File: src/rtl/sat_defs.vh
// constants for the segment address translation block
`ifndef SAT_DEFS_VH
`define SAT_DEFS_VH

// ------------------------------------------------------------
// operating modes
// ------------------------------------------------------------
`define SAT_MODE_REAL 2'h0
`define SAT_MODE_PROT 2'h1
`define SAT_MODE_V86 2'h2
`define SAT_MODE_LONG 2'h3

// ------------------------------------------------------------
// user segment register encodings
// ------------------------------------------------------------
`define SAT_SEG_EXTRA 3'h0
`define SAT_SEG_CODE 3'h1
`define SAT_SEG_STACK 3'h2
`define SAT_SEG_DEFDATA 3'h3
`define SAT_SEG_AUXF 3'h4
`define SAT_SEG_AUXG 3'h5
`define SAT_SEG_COUNT 6

// ------------------------------------------------------------
// system segment register encodings
// ------------------------------------------------------------
`define SAT_SYS_GLOBAL 2'h0
`define SAT_SYS_LOCAL 2'h1
`define SAT_SYS_VECTOR 2'h2
`define SAT_SYS_TASK 2'h3

// ------------------------------------------------------------
// selector fields
// ------------------------------------------------------------
`define SAT_SEL_INDEX_MSB 15
`define SAT_SEL_INDEX_LSB 3
`define SAT_SEL_TABLE_BIT 2
`define SAT_SEL_REAL_SHIFT 4

// ------------------------------------------------------------
// table entry sizes as shift counts
// ------------------------------------------------------------
`define SAT_DESC_SHIFT 3'h3
`define SAT_VEC_SHIFT_REAL 3'h2
`define SAT_VEC_SHIFT_PROT 3'h3
`define SAT_VEC_SHIFT_LONG 3'h4

// ------------------------------------------------------------
// attribute fields
// ------------------------------------------------------------
`define SAT_ATTR_DPL_LSB 5
`define SAT_ATTR_DPL_MSB 6
`define SAT_ATTR_L_BIT 9
`define SAT_ATTR_D_BIT 10

// ------------------------------------------------------------
// reset values
// ------------------------------------------------------------
`define SAT_RST_SEL 16'h0000
`define SAT_RST_BASE 64'h0000_0000_0000_0000
`define SAT_RST_LIMIT 32'h0000_ffff
`define SAT_RST_ATTR 12'h093
`define SAT_RST_TBL_LIMIT 32'h0000_ffff

`endif

File: src/rtl/sat_desc_addr.v
// table entry address and bound check for descriptor and vector lookups
`timescale 1ns/100ps
`default_nettype none

module sat_desc_addr (
    input wire [63:0] tbl_base_i,
    input wire [31:0] tbl_limit_i,
    input wire [12:0] index_i,
    input wire [2:0] entry_shift_i,
    output wire [63:0] addr_o,
    output wire oob_o
);

    wire [31:0] off_w;
    wire [31:0] span_w;
    wire [32:0] last_w;

    // index scaled by entry size
    assign off_w = {19'h0, index_i} << entry_shift_i;
    assign span_w = (32'h1 << entry_shift_i) - 32'h1;
    assign last_w = {1'b0, off_w} + {1'b0, span_w};
    // whole entry must sit inside the table
    assign oob_o = last_w > {1'b0, tbl_limit_i};
    assign addr_o = tbl_base_i + {32'h0, off_w};

endmodule
`default_nettype wire

File: src/rtl/sat_lin_addr.v
// linear address formation and limit check per operating regime
`timescale 1ns/100ps
`default_nettype none

module sat_lin_addr (
    input wire real_i,
    input wire flat64_i,
    input wire keep_base_i,
    input wire [63:0] base_i,
    input wire [31:0] limit_i,
    input wire [63:0] off_i,
    output reg [63:0] addr_o,
    output reg fault_o
);

    reg [19:0] sum20;
    reg [31:0] sum32;

    always @* begin
        sum20 = base_i[19:0] + {4'h0, off_i[15:0]};
        sum32 = base_i[31:0] + off_i[31:0];
        addr_o = 64'h0;
        fault_o = 1'b0;
        if (real_i) begin
            // 20-bit physical address, wraps at one megabyte
            addr_o = {44'h0, sum20};
        end else if (flat64_i) begin
            // base treated as zero except the two auxiliary segments
            addr_o = keep_base_i ? (base_i + off_i) : off_i;
        end else begin
            // confined to the low 4 gigabytes
            addr_o = {32'h0, sum32};
            fault_o = (off_i[63:32] != 32'h0) || (off_i[31:0] > limit_i);
        end
    end

endmodule
`default_nettype wire

File: src/rtl/sat_seg_xlate.v
// segment translation top: user and system segment registers, modes, lookups
//
// Behaviour
// - reset leaves the block in real mode; v86 and long mode entered only from a mode other than real
// - real mode address is selector shifted left four plus 16-bit offset, 20 bits
// - real mode segment load sets selector and base selector times sixteen
// - real mode far transfer loads code selector and base selector times sixteen
// - real mode never consults global table, local table or task segment
// - virtual-8086 loads and far transfers behave as real mode, 1MB space
// - interrupt in virtual-8086 mode switches the block to protected mode
// - protected and compatibility segments carry own base and limit, up to 4G
// - compatibility addressing follows legacy rules within lowest 4 gigabytes
// - 64-bit mode treats code, stack, data and extra bases as zero and ignores limits and non-code attributes
// - 64-bit mode uses code privilege, operand size and wide execution bits
// - 64-bit mode honours non-zero bases of the two auxiliary segments
// - system segment registers stay in use in protected, compatibility and 64-bit modes
// - six user and four system segment registers, each base and limit; user ones also attributes
// - selector load in protected modes fetches descriptor into hidden portion
// - descriptors located via global or local table; vector table by vector
// - table registers hold location and size and bound every lookup
// - task state pointer holds location and limit of task state segment
// - descriptor address is selector index times eight plus table base
// - table select bit zero picks global table, one picks local table
`timescale 1ns/100ps
`default_nettype none
`include "sat_defs.vh"

module sat_seg_xlate (
    input wire core_clk_i,
    input wire rst_i,
    // mode control
    input wire mode_set_valid_i,
    input wire [1:0] mode_set_i,
    input wire intr_i,
    output wire [1:0] mode_o,
    output wire mode_64_o,
    output wire [1:0] cpl_o,
    output wire def_opsize_o,
    output reg mode_err_o,
    // segment loads and far transfers
    input wire seg_ld_valid_i,
    input wire [2:0] seg_ld_idx_i,
    input wire seg_ld_far_i,
    input wire [15:0] seg_ld_sel_i,
    output wire seg_ld_ready_o,
    output reg seg_ld_fault_o,
    // descriptor fetch
    output reg desc_req_valid_o,
    output reg [63:0] desc_req_addr_o,
    input wire desc_rsp_valid_i,
    input wire [31:0] desc_rsp_base_i,
    input wire [31:0] desc_rsp_limit_i,
    input wire [11:0] desc_rsp_attr_i,
    // auxiliary base writes
    input wire aux_base_wr_valid_i,
    input wire aux_base_wr_g_i,
    input wire [63:0] aux_base_wr_data_i,
    // system segment register writes
    input wire sys_wr_valid_i,
    input wire [1:0] sys_wr_sel_i,
    input wire [63:0] sys_wr_base_i,
    input wire [31:0] sys_wr_limit_i,
    input wire [15:0] sys_wr_selector_i,
    output wire [63:0] task_base_o,
    output wire [31:0] task_limit_o,
    output wire [15:0] task_sel_o,
    output wire [15:0] local_sel_o,
    // vector lookups
    input wire vec_valid_i,
    input wire [7:0] vec_i,
    output reg vec_rsp_valid_o,
    output reg [63:0] vec_addr_o,
    output reg vec_fault_o,
    // address requests
    input wire acc_valid_i,
    input wire [2:0] acc_seg_i,
    input wire [63:0] acc_off_i,
    output reg acc_valid_o,
    output reg [63:0] acc_addr_o,
    output reg acc_fault_o
);

    // ------------------------------------------------------------
    // helpers
    // ------------------------------------------------------------
    function [63:0] real_base;
        input [15:0] sel;
        begin
            real_base = {44'h0, sel, 4'h0};
        end
    endfunction

    function is_aux;
        input [2:0] idx;
        begin
            is_aux = (idx == `SAT_SEG_AUXF) || (idx == `SAT_SEG_AUXG);
        end
    endfunction

    localparam ST_IDLE = 1'b0;
    localparam ST_FETCH = 1'b1;

    // ------------------------------------------------------------
    // state
    // ------------------------------------------------------------
    reg [1:0] mode_q;
    reg [1:0] mode_d;
    reg st_q;
    reg st_d;
    reg [2:0] pend_idx_q;
    reg [15:0] pend_sel_q;

    reg [15:0] seg_sel_q [0:5];
    reg [63:0] seg_base_q [0:5];
    reg [31:0] seg_limit_q [0:5];
    reg [11:0] seg_attr_q [0:5];

    reg [63:0] sys_base_q [0:3];
    reg [31:0] sys_limit_q [0:3];
    reg [15:0] local_sel_q;
    reg [15:0] task_sel_q;

    wire real_like;
    wire cs_wide;
    wire flat64;
    wire [2:0] ld_idx;
    wire ld_take;
    wire ld_bad_idx;
    wire use_local;
    wire [63:0] dtab_base;
    wire [31:0] dtab_limit;
    wire [63:0] desc_addr;
    wire desc_oob;
    wire [2:0] vec_shift;
    wire [63:0] vec_addr;
    wire vec_oob;
    wire acc_bad_idx;
    wire [2:0] acc_idx;
    wire [63:0] lin_addr;
    wire lin_fault;

    // ------------------------------------------------------------
    // mode
    // ------------------------------------------------------------
    assign real_like = (mode_q == `SAT_MODE_REAL) || (mode_q == `SAT_MODE_V86);
    assign cs_wide = seg_attr_q[`SAT_SEG_CODE][`SAT_ATTR_L_BIT];
    assign flat64 = (mode_q == `SAT_MODE_LONG) && cs_wide;
    assign mode_o = mode_q;
    assign mode_64_o = flat64;
    assign cpl_o = real_like ? 2'h0 :
        seg_attr_q[`SAT_SEG_CODE][`SAT_ATTR_DPL_MSB:`SAT_ATTR_DPL_LSB];
    assign def_opsize_o = seg_attr_q[`SAT_SEG_CODE][`SAT_ATTR_D_BIT];

    always @* begin
        mode_d = mode_q;
        if (intr_i && (mode_q == `SAT_MODE_V86)) begin
            mode_d = `SAT_MODE_PROT;
        end else if (mode_set_valid_i) begin
            if ((mode_set_i == `SAT_MODE_REAL) || (mode_set_i == `SAT_MODE_PROT)) begin
                mode_d = mode_set_i;
            end else if (mode_q != `SAT_MODE_REAL) begin
                mode_d = mode_set_i;
            end
        end
    end

    always @(posedge core_clk_i) begin
        if (rst_i) begin
            mode_q <= `SAT_MODE_REAL;
            mode_err_o <= 1'b0;
        end else begin
            mode_q <= mode_d;
            // v86 and long mode only reachable from a mode other than real
            mode_err_o <= mode_set_valid_i && !(intr_i && (mode_q == `SAT_MODE_V86)) &&
                (mode_q == `SAT_MODE_REAL) &&
                ((mode_set_i == `SAT_MODE_V86) || (mode_set_i == `SAT_MODE_LONG));
        end
    end

    // ------------------------------------------------------------
    // descriptor lookup
    // ------------------------------------------------------------
    assign ld_idx = seg_ld_far_i ? `SAT_SEG_CODE : seg_ld_idx_i;
    assign ld_bad_idx = !seg_ld_far_i && (seg_ld_idx_i > `SAT_SEG_AUXG);
    assign seg_ld_ready_o = (st_q == ST_IDLE);
    assign ld_take = seg_ld_valid_i && (st_q == ST_IDLE);
    assign use_local = seg_ld_sel_i[`SAT_SEL_TABLE_BIT];
    assign dtab_base = use_local ? sys_base_q[`SAT_SYS_LOCAL] : sys_base_q[`SAT_SYS_GLOBAL];
    assign dtab_limit = use_local ? sys_limit_q[`SAT_SYS_LOCAL] :
        sys_limit_q[`SAT_SYS_GLOBAL];

    sat_desc_addr u_desc_addr (
        .tbl_base_i(dtab_base),
        .tbl_limit_i(dtab_limit),
        .index_i(seg_ld_sel_i[`SAT_SEL_INDEX_MSB:`SAT_SEL_INDEX_LSB]),
        .entry_shift_i(`SAT_DESC_SHIFT),
        .addr_o(desc_addr),
        .oob_o(desc_oob)
    );

    always @* begin
        st_d = st_q;
        case (st_q)
            ST_IDLE: begin
                // real-like modes never start a table fetch
                if (ld_take && !real_like && !ld_bad_idx && !desc_oob) begin
                    st_d = ST_FETCH;
                end
            end
            ST_FETCH: begin
                if (desc_rsp_valid_i) begin
                    st_d = ST_IDLE;
                end
            end
            default: st_d = ST_IDLE;
        endcase
    end

    always @(posedge core_clk_i) begin
        if (rst_i) begin
            st_q <= ST_IDLE;
            pend_idx_q <= 3'h0;
            pend_sel_q <= 16'h0;
            desc_req_valid_o <= 1'b0;
            desc_req_addr_o <= 64'h0;
            seg_ld_fault_o <= 1'b0;
        end else begin
            st_q <= st_d;
            desc_req_valid_o <= 1'b0;
            seg_ld_fault_o <= ld_take && (ld_bad_idx || (!real_like && desc_oob));
            if (ld_take && (st_d == ST_FETCH)) begin
                pend_idx_q <= ld_idx;
                pend_sel_q <= seg_ld_sel_i;
                desc_req_valid_o <= 1'b1;
                desc_req_addr_o <= desc_addr;
            end
        end
    end

    // ------------------------------------------------------------
    // user segment registers
    // ------------------------------------------------------------
    genvar gi;
    generate
        for (gi = 0; gi < `SAT_SEG_COUNT; gi = gi + 1) begin : g_seg
            wire real_wr;
            wire desc_wr;
            wire aux_wr;
            assign real_wr = ld_take && real_like && !ld_bad_idx && (ld_idx == gi);
            assign desc_wr = (st_q == ST_FETCH) && desc_rsp_valid_i && (pend_idx_q == gi);
            assign aux_wr = aux_base_wr_valid_i && is_aux(gi) &&
                (aux_base_wr_g_i == (gi == `SAT_SEG_AUXG));
            always @(posedge core_clk_i) begin
                if (rst_i) begin
                    seg_sel_q[gi] <= `SAT_RST_SEL;
                    seg_base_q[gi] <= `SAT_RST_BASE;
                    seg_limit_q[gi] <= `SAT_RST_LIMIT;
                    seg_attr_q[gi] <= `SAT_RST_ATTR;
                end else if (real_wr) begin
                    // limit and attributes kept
                    seg_sel_q[gi] <= seg_ld_sel_i;
                    seg_base_q[gi] <= real_base(seg_ld_sel_i);
                end else if (desc_wr) begin
                    seg_sel_q[gi] <= pend_sel_q;
                    seg_base_q[gi] <= {32'h0, desc_rsp_base_i};
                    seg_limit_q[gi] <= desc_rsp_limit_i;
                    seg_attr_q[gi] <= desc_rsp_attr_i;
                end else if (aux_wr) begin
                    seg_base_q[gi] <= aux_base_wr_data_i;
                end
            end
        end
    endgenerate

    // ------------------------------------------------------------
    // system segment registers
    // ------------------------------------------------------------
    genvar si;
    generate
        for (si = 0; si < 4; si = si + 1) begin : g_sys
            always @(posedge core_clk_i) begin
                if (rst_i) begin
                    sys_base_q[si] <= `SAT_RST_BASE;
                    sys_limit_q[si] <= `SAT_RST_TBL_LIMIT;
                end else if (sys_wr_valid_i && (sys_wr_sel_i == si)) begin
                    sys_base_q[si] <= sys_wr_base_i;
                    sys_limit_q[si] <= sys_wr_limit_i;
                end
            end
        end
    endgenerate

    always @(posedge core_clk_i) begin
        if (rst_i) begin
            local_sel_q <= 16'h0;
            task_sel_q <= 16'h0;
        end else if (sys_wr_valid_i) begin
            if (sys_wr_sel_i == `SAT_SYS_LOCAL) begin
                local_sel_q <= sys_wr_selector_i;
            end else if (sys_wr_sel_i == `SAT_SYS_TASK) begin
                task_sel_q <= sys_wr_selector_i;
            end
        end
    end

    assign task_base_o = sys_base_q[`SAT_SYS_TASK];
    assign task_limit_o = sys_limit_q[`SAT_SYS_TASK];
    assign task_sel_o = task_sel_q;
    assign local_sel_o = local_sel_q;

    // ------------------------------------------------------------
    // vector table lookup
    // ------------------------------------------------------------
    assign vec_shift = (mode_q == `SAT_MODE_REAL) ? `SAT_VEC_SHIFT_REAL :
        ((mode_q == `SAT_MODE_LONG) ? `SAT_VEC_SHIFT_LONG : `SAT_VEC_SHIFT_PROT);

    sat_desc_addr u_vec_addr (
        .tbl_base_i(sys_base_q[`SAT_SYS_VECTOR]),
        .tbl_limit_i(sys_limit_q[`SAT_SYS_VECTOR]),
        .index_i({5'h0, vec_i}),
        .entry_shift_i(vec_shift),
        .addr_o(vec_addr),
        .oob_o(vec_oob)
    );

    always @(posedge core_clk_i) begin
        if (rst_i) begin
            vec_rsp_valid_o <= 1'b0;
            vec_addr_o <= 64'h0;
            vec_fault_o <= 1'b0;
        end else begin
            vec_rsp_valid_o <= vec_valid_i;
            if (vec_valid_i) begin
                vec_addr_o <= vec_addr;
                vec_fault_o <= vec_oob;
            end
        end
    end

    // ------------------------------------------------------------
    // address formation
    // ------------------------------------------------------------
    assign acc_bad_idx = acc_seg_i > `SAT_SEG_AUXG;
    assign acc_idx = acc_bad_idx ? `SAT_SEG_DEFDATA : acc_seg_i;

    sat_lin_addr u_lin_addr (
        .real_i(real_like),
        .flat64_i(flat64),
        .keep_base_i(is_aux(acc_idx)),
        .base_i(seg_base_q[acc_idx]),
        .limit_i(seg_limit_q[acc_idx]),
        .off_i(acc_off_i),
        .addr_o(lin_addr),
        .fault_o(lin_fault)
    );

    always @(posedge core_clk_i) begin
        if (rst_i) begin
            acc_valid_o <= 1'b0;
            acc_addr_o <= 64'h0;
            acc_fault_o <= 1'b0;
        end else begin
            acc_valid_o <= acc_valid_i;
            if (acc_valid_i) begin
                acc_addr_o <= lin_addr;
                acc_fault_o <= lin_fault || acc_bad_idx;
            end
        end
    end

endmodule
`default_nettype wire

File: config.mk
export PLATFORM = sky130hd
export DESIGN_NAME = sat_seg_xlate
export DESIGN_NICKNAME = d
export VERILOG_FILES = /design/src/rtl/sat_desc_addr.v /design/src/rtl/sat_lin_addr.v /design/src/rtl/sat_seg_xlate.v
export VERILOG_INCLUDE_DIRS = /design/src /design/src/rtl
export SDC_FILE = /design/constraint.sdc
export NUM_CORES = 2
export LEC_CHECK = 0
export BUFFER_PORTS_ARGS = -buffer_cell sky130_fd_sc_hd__buf_4
export CORE_MARGIN = 1
export CORE_UTILIZATION = 63
export DETAILED_ROUTE_END_ITERATION = 8
export PLACE_DENSITY = 0.94
export SLEW_MARGIN = 30
export SYNTH_ARGS = -nofsm -noshare
export SYNTH_HDL_FRONTEND = slang
export SYNTH_SLANG_ARGS = --single-unit
File: constraint.sdc
create_clock -name core_clk_i -period 14.12 [get_ports core_clk_i]
set_input_delay 2.824 -clock core_clk_i [delete_from_list [all_inputs] [get_ports core_clk_i]]
set_output_delay 2.824 -clock core_clk_i [all_outputs]
set_load 0.005 [all_outputs]
==> flow_summary.toml <==
[pwr]
powerDensity_nw_per_um2 = 123.2
peakVddDrop_v = 0.0001387
cellLeakagePower_nw = 25.36

[synthesis]
yosys_warnings = 0
ys_seq_elements = 1073
postSynthAreaPerCell_um2 = 11.03
synth_ff_type = "edfxtp_1"
syn_area_um2 = 54010
ys_types = 91
synthCells = 4897
synth_edf_count = 836
synth.yosys.seq_area_share_pct = 55.27
synth-async-reset-ratio_pct = 0

[floorplanning]
die-height_um = 294.8
coreArea_um2 = 85010
dieArea_um2 = 86900
num_rows = 107
num_io_pins = 696
start_util_pct = 63.53
die_w_um = 294.8

[hold_path]
timing.hold.worst.class = "flop to flop"

[detailed_routing]
drc = 3
drt-wirelength-per-cell_um = 27.43
dr_total_vias = 44700
postRouteAntennaNets = 0
drt-total-wl_um = 185100
drtIter0Drc = 5832
avgViaCountPerCell = 6.625
first_pass_iters = 9

[outcome]
violations = "design-rule violations"
outcome = "finished, violations left"

[grt]
grt_usage_pct = 41.19
antenna_found_initial = 41
grt-ovfl-total = 0
grt_max_degree = 164
grt_pass1_wl_um = 266900
grt_pass1_vias = 44040

[timing]
hold_viol_final = 0
rsz0062_at_grt = "no"
min_period_over_period_pct = 63.30
period_minus_slack_ns = 8.937
fin_skew_ns = 0.07622
finalMaxSlewViolations = 0
final.setup.worst_slack_ns = 5.183
worst-slew-pin-transition_ns = 1.217
setup_viol_count_final = 0
maxSlewHeadroom_pct = 18.88
setup_tns_ns = 0
fmaxAchievable_ghz = 0.1119

[clocking]
cts_inserted_buffers = 108
cts_root_buf = "clkbuf_16"
cts.repair.resized = 0
postCtsSetupBuffers = 0
cts_tree = "done"
clk_pin_slew_ns = 0.07
h-tree-depth = 3
clk_latency_ns = 0.73
clock-sinks = 1073
cts.path.max_buffers = 3
postCtsHoldBufs = 0

[finish]
seq_area_um2 = 29850
nets = 6028
multi_input_area_um2 = 22850
layout_commonest_cell = "edfxtp_1"
fillers = 4888
syn_to_final_growth_pct = 18.88
final_cell_mix = "836 x edfxtp_1, 742 x buf_4, 562 x and2_1"
drive_gt1_share_pct = 18.55

[critical_path]
arrival_ns = 9.52
cp-start-kind = "input pin"
cp_max_fo = 70
critPathCaptureType = "flop"
required_ns = 14.70
path_class = "input pin to flop"

[run]
max_cap_violations = 0

[placement]
gp_congestion = 0.9551
dp_hpwl_um = 116600
dp_slack_ns = 4.788
io_buffers = 687
[flip-flops by register name, indices dropped and copies added (netlist names), 64 cells and up]
| register | cells |
|---|---|
| acc_addr_o | 64 |
| desc_req_addr_o | 64 |
| seg_base_q | 256 |
| seg_limit_q | 192 |
| sys_base_q | 256 |
| sys_limit_q | 128 |
| vec_addr_o | 64 |
[critical path, cell delays in order]
cell and delay (ns):
buf_4 0.67, nand2_1 0.29, nand2b_4 0.64, buf_4 0.80
nand2_1 0.12, a31oi_1 0.22, nor2_1 0.07, a31oi_1 0.49
ha_1 0.41, nand4_1 0.21, nor4_1 0.51, o21a_1 0.20
a311o_1 0.21, a21oi_1 0.14, a21boi_0 0.27, a41oi_1 0.28
o21ai_0 0.55, xor2_1 0.24, mux2i_1 0.21, nand2_1 0.06
[logic make-up (layout without fill, tap and decap cells)]
group                      Yosys count  after routing  share of synthesized area (%)
DFF                               1073           1073                          55.27
buffers and inverters              412           1059                          2.968
xor gates and xnor gates           180            180                          2.919
muxes                              190            190                          3.602
adders and majority gates          194            194                          4.550
and+or+nand+nor                   1854           1854                          18.12
AOI/OAI and AO/OA                  992            992                          12.56
other                                2             61                        0.01391
[stage by stage]
step | instance area [um2] | util [%] | hold WS, ns | std cells | total power, mW
global route | 64180 | 75.49 | 0.4921 | 6738 | 8.089
finish | 64200 | 75.52 | 0.4638 | 6747 | 7.912
floorplan | 54100 | - | 0.4442 | 4921 | 4.300
CTS | 64080 | 75.37 | 0.4637 | 6711 | 7.859
detailed placement | 60200 | 70.81 | 0.4440 | 6505 | 4.762
global placement | 60110 | 70.70 | 0.4338 | 6503 | 4.714
[power breakdown]
part           switching, mW  internal, mW
Combinational          0.674         0.427
Clock                   1.32          1.83
Sequential            0.0876          3.58
[metal layers]
layer / GRT usage (%) / up-vias / part of all wire (%) / routed length (um)
met4: 30.23 / 22 / 8.7 / 16130
li1: - / 18910 / - / -
met3: 13.48 / 1036 / 14 / 25500
met1: 46.78 / 21030 / 32 / 59040
met2: 65.10 / 3704 / 46 / 84260
met5: 0 / - / 0.076 / 141
[cell usage after synthesis, drive strengths merged (5+ instances only)]
cell | n | area [um2]
a211oi | 121 | 930.9
a21boi | 6 | 48.80
a21o | 75 | 563.0
a21oi | 207 | 1040
a222oi | 31 | 310.3
a22o | 137 | 1200
a22oi | 19 | 142.6
a311oi | 14 | 122.6
a31oi | 83 | 525.5
a32o | 5 | 50.05
a32oi | 9 | 78.83
and2 | 562 | 3516
and3 | 21 | 131.4
and4 | 7 | 61.31
buf | 51 | 247.7
clkbuf | 257 | 964.7
dfxtp | 237 | 4745
edfxtp | 836 | 25100
ha | 190 | 2377
inv | 104 | 390.4
mux2 | 35 | 394.1
mux2i | 155 | 1551
nand2 | 406 | 1529
nand2b | 143 | 902.1
nand3 | 83 | 415.4
nand3b | 5 | 50.05
nand4 | 60 | 387.9
nor2 | 331 | 1255
nor2b | 94 | 588.1
nor3 | 22 | 121.4
nor3b | 5 | 48.80
nor4 | 28 | 196.4
o211ai | 11 | 82.58
o21a | 12 | 90.09
o21ai | 171 | 855.8
o21bai | 31 | 232.7
o221ai | 13 | 113.9
o22a | 9 | 78.83
o22ai | 8 | 50.05
o31ai | 5 | 42.54
or2 | 6 | 37.54
or3 | 70 | 447.9
xnor2 | 89 | 779.5
xor2 | 91 | 797.0
[path summary, 6_finish.rpt]
path,cells after the start,start,endpoint,slack (ns)
setup / recovery,20,acc_seg_i[2],acc_addr_o[63],5.18
hold / removal,2,desc_req_addr_o[58],desc_req_addr_o[58],0.46
setup reg to reg,27,mode_o[1],vec_fault_o,7.90
hold reg to reg,2,desc_req_addr_o[58],desc_req_addr_o[58],0.46
[area by class of cell]
class / count / share of cell area (%)
flip-flops and latches: 1073 / 46.49
multi-input cells: 3436 / 35.59
repair buffers: 749 / 8.892
clock buffers: 134 / 4.736
well taps: 1144 / 2.229
clock inverters: 72 / 1.306
inverters: 104 / 0.6158
diodes: 35 / 0.1364
(Power assumes the default switching activity.)
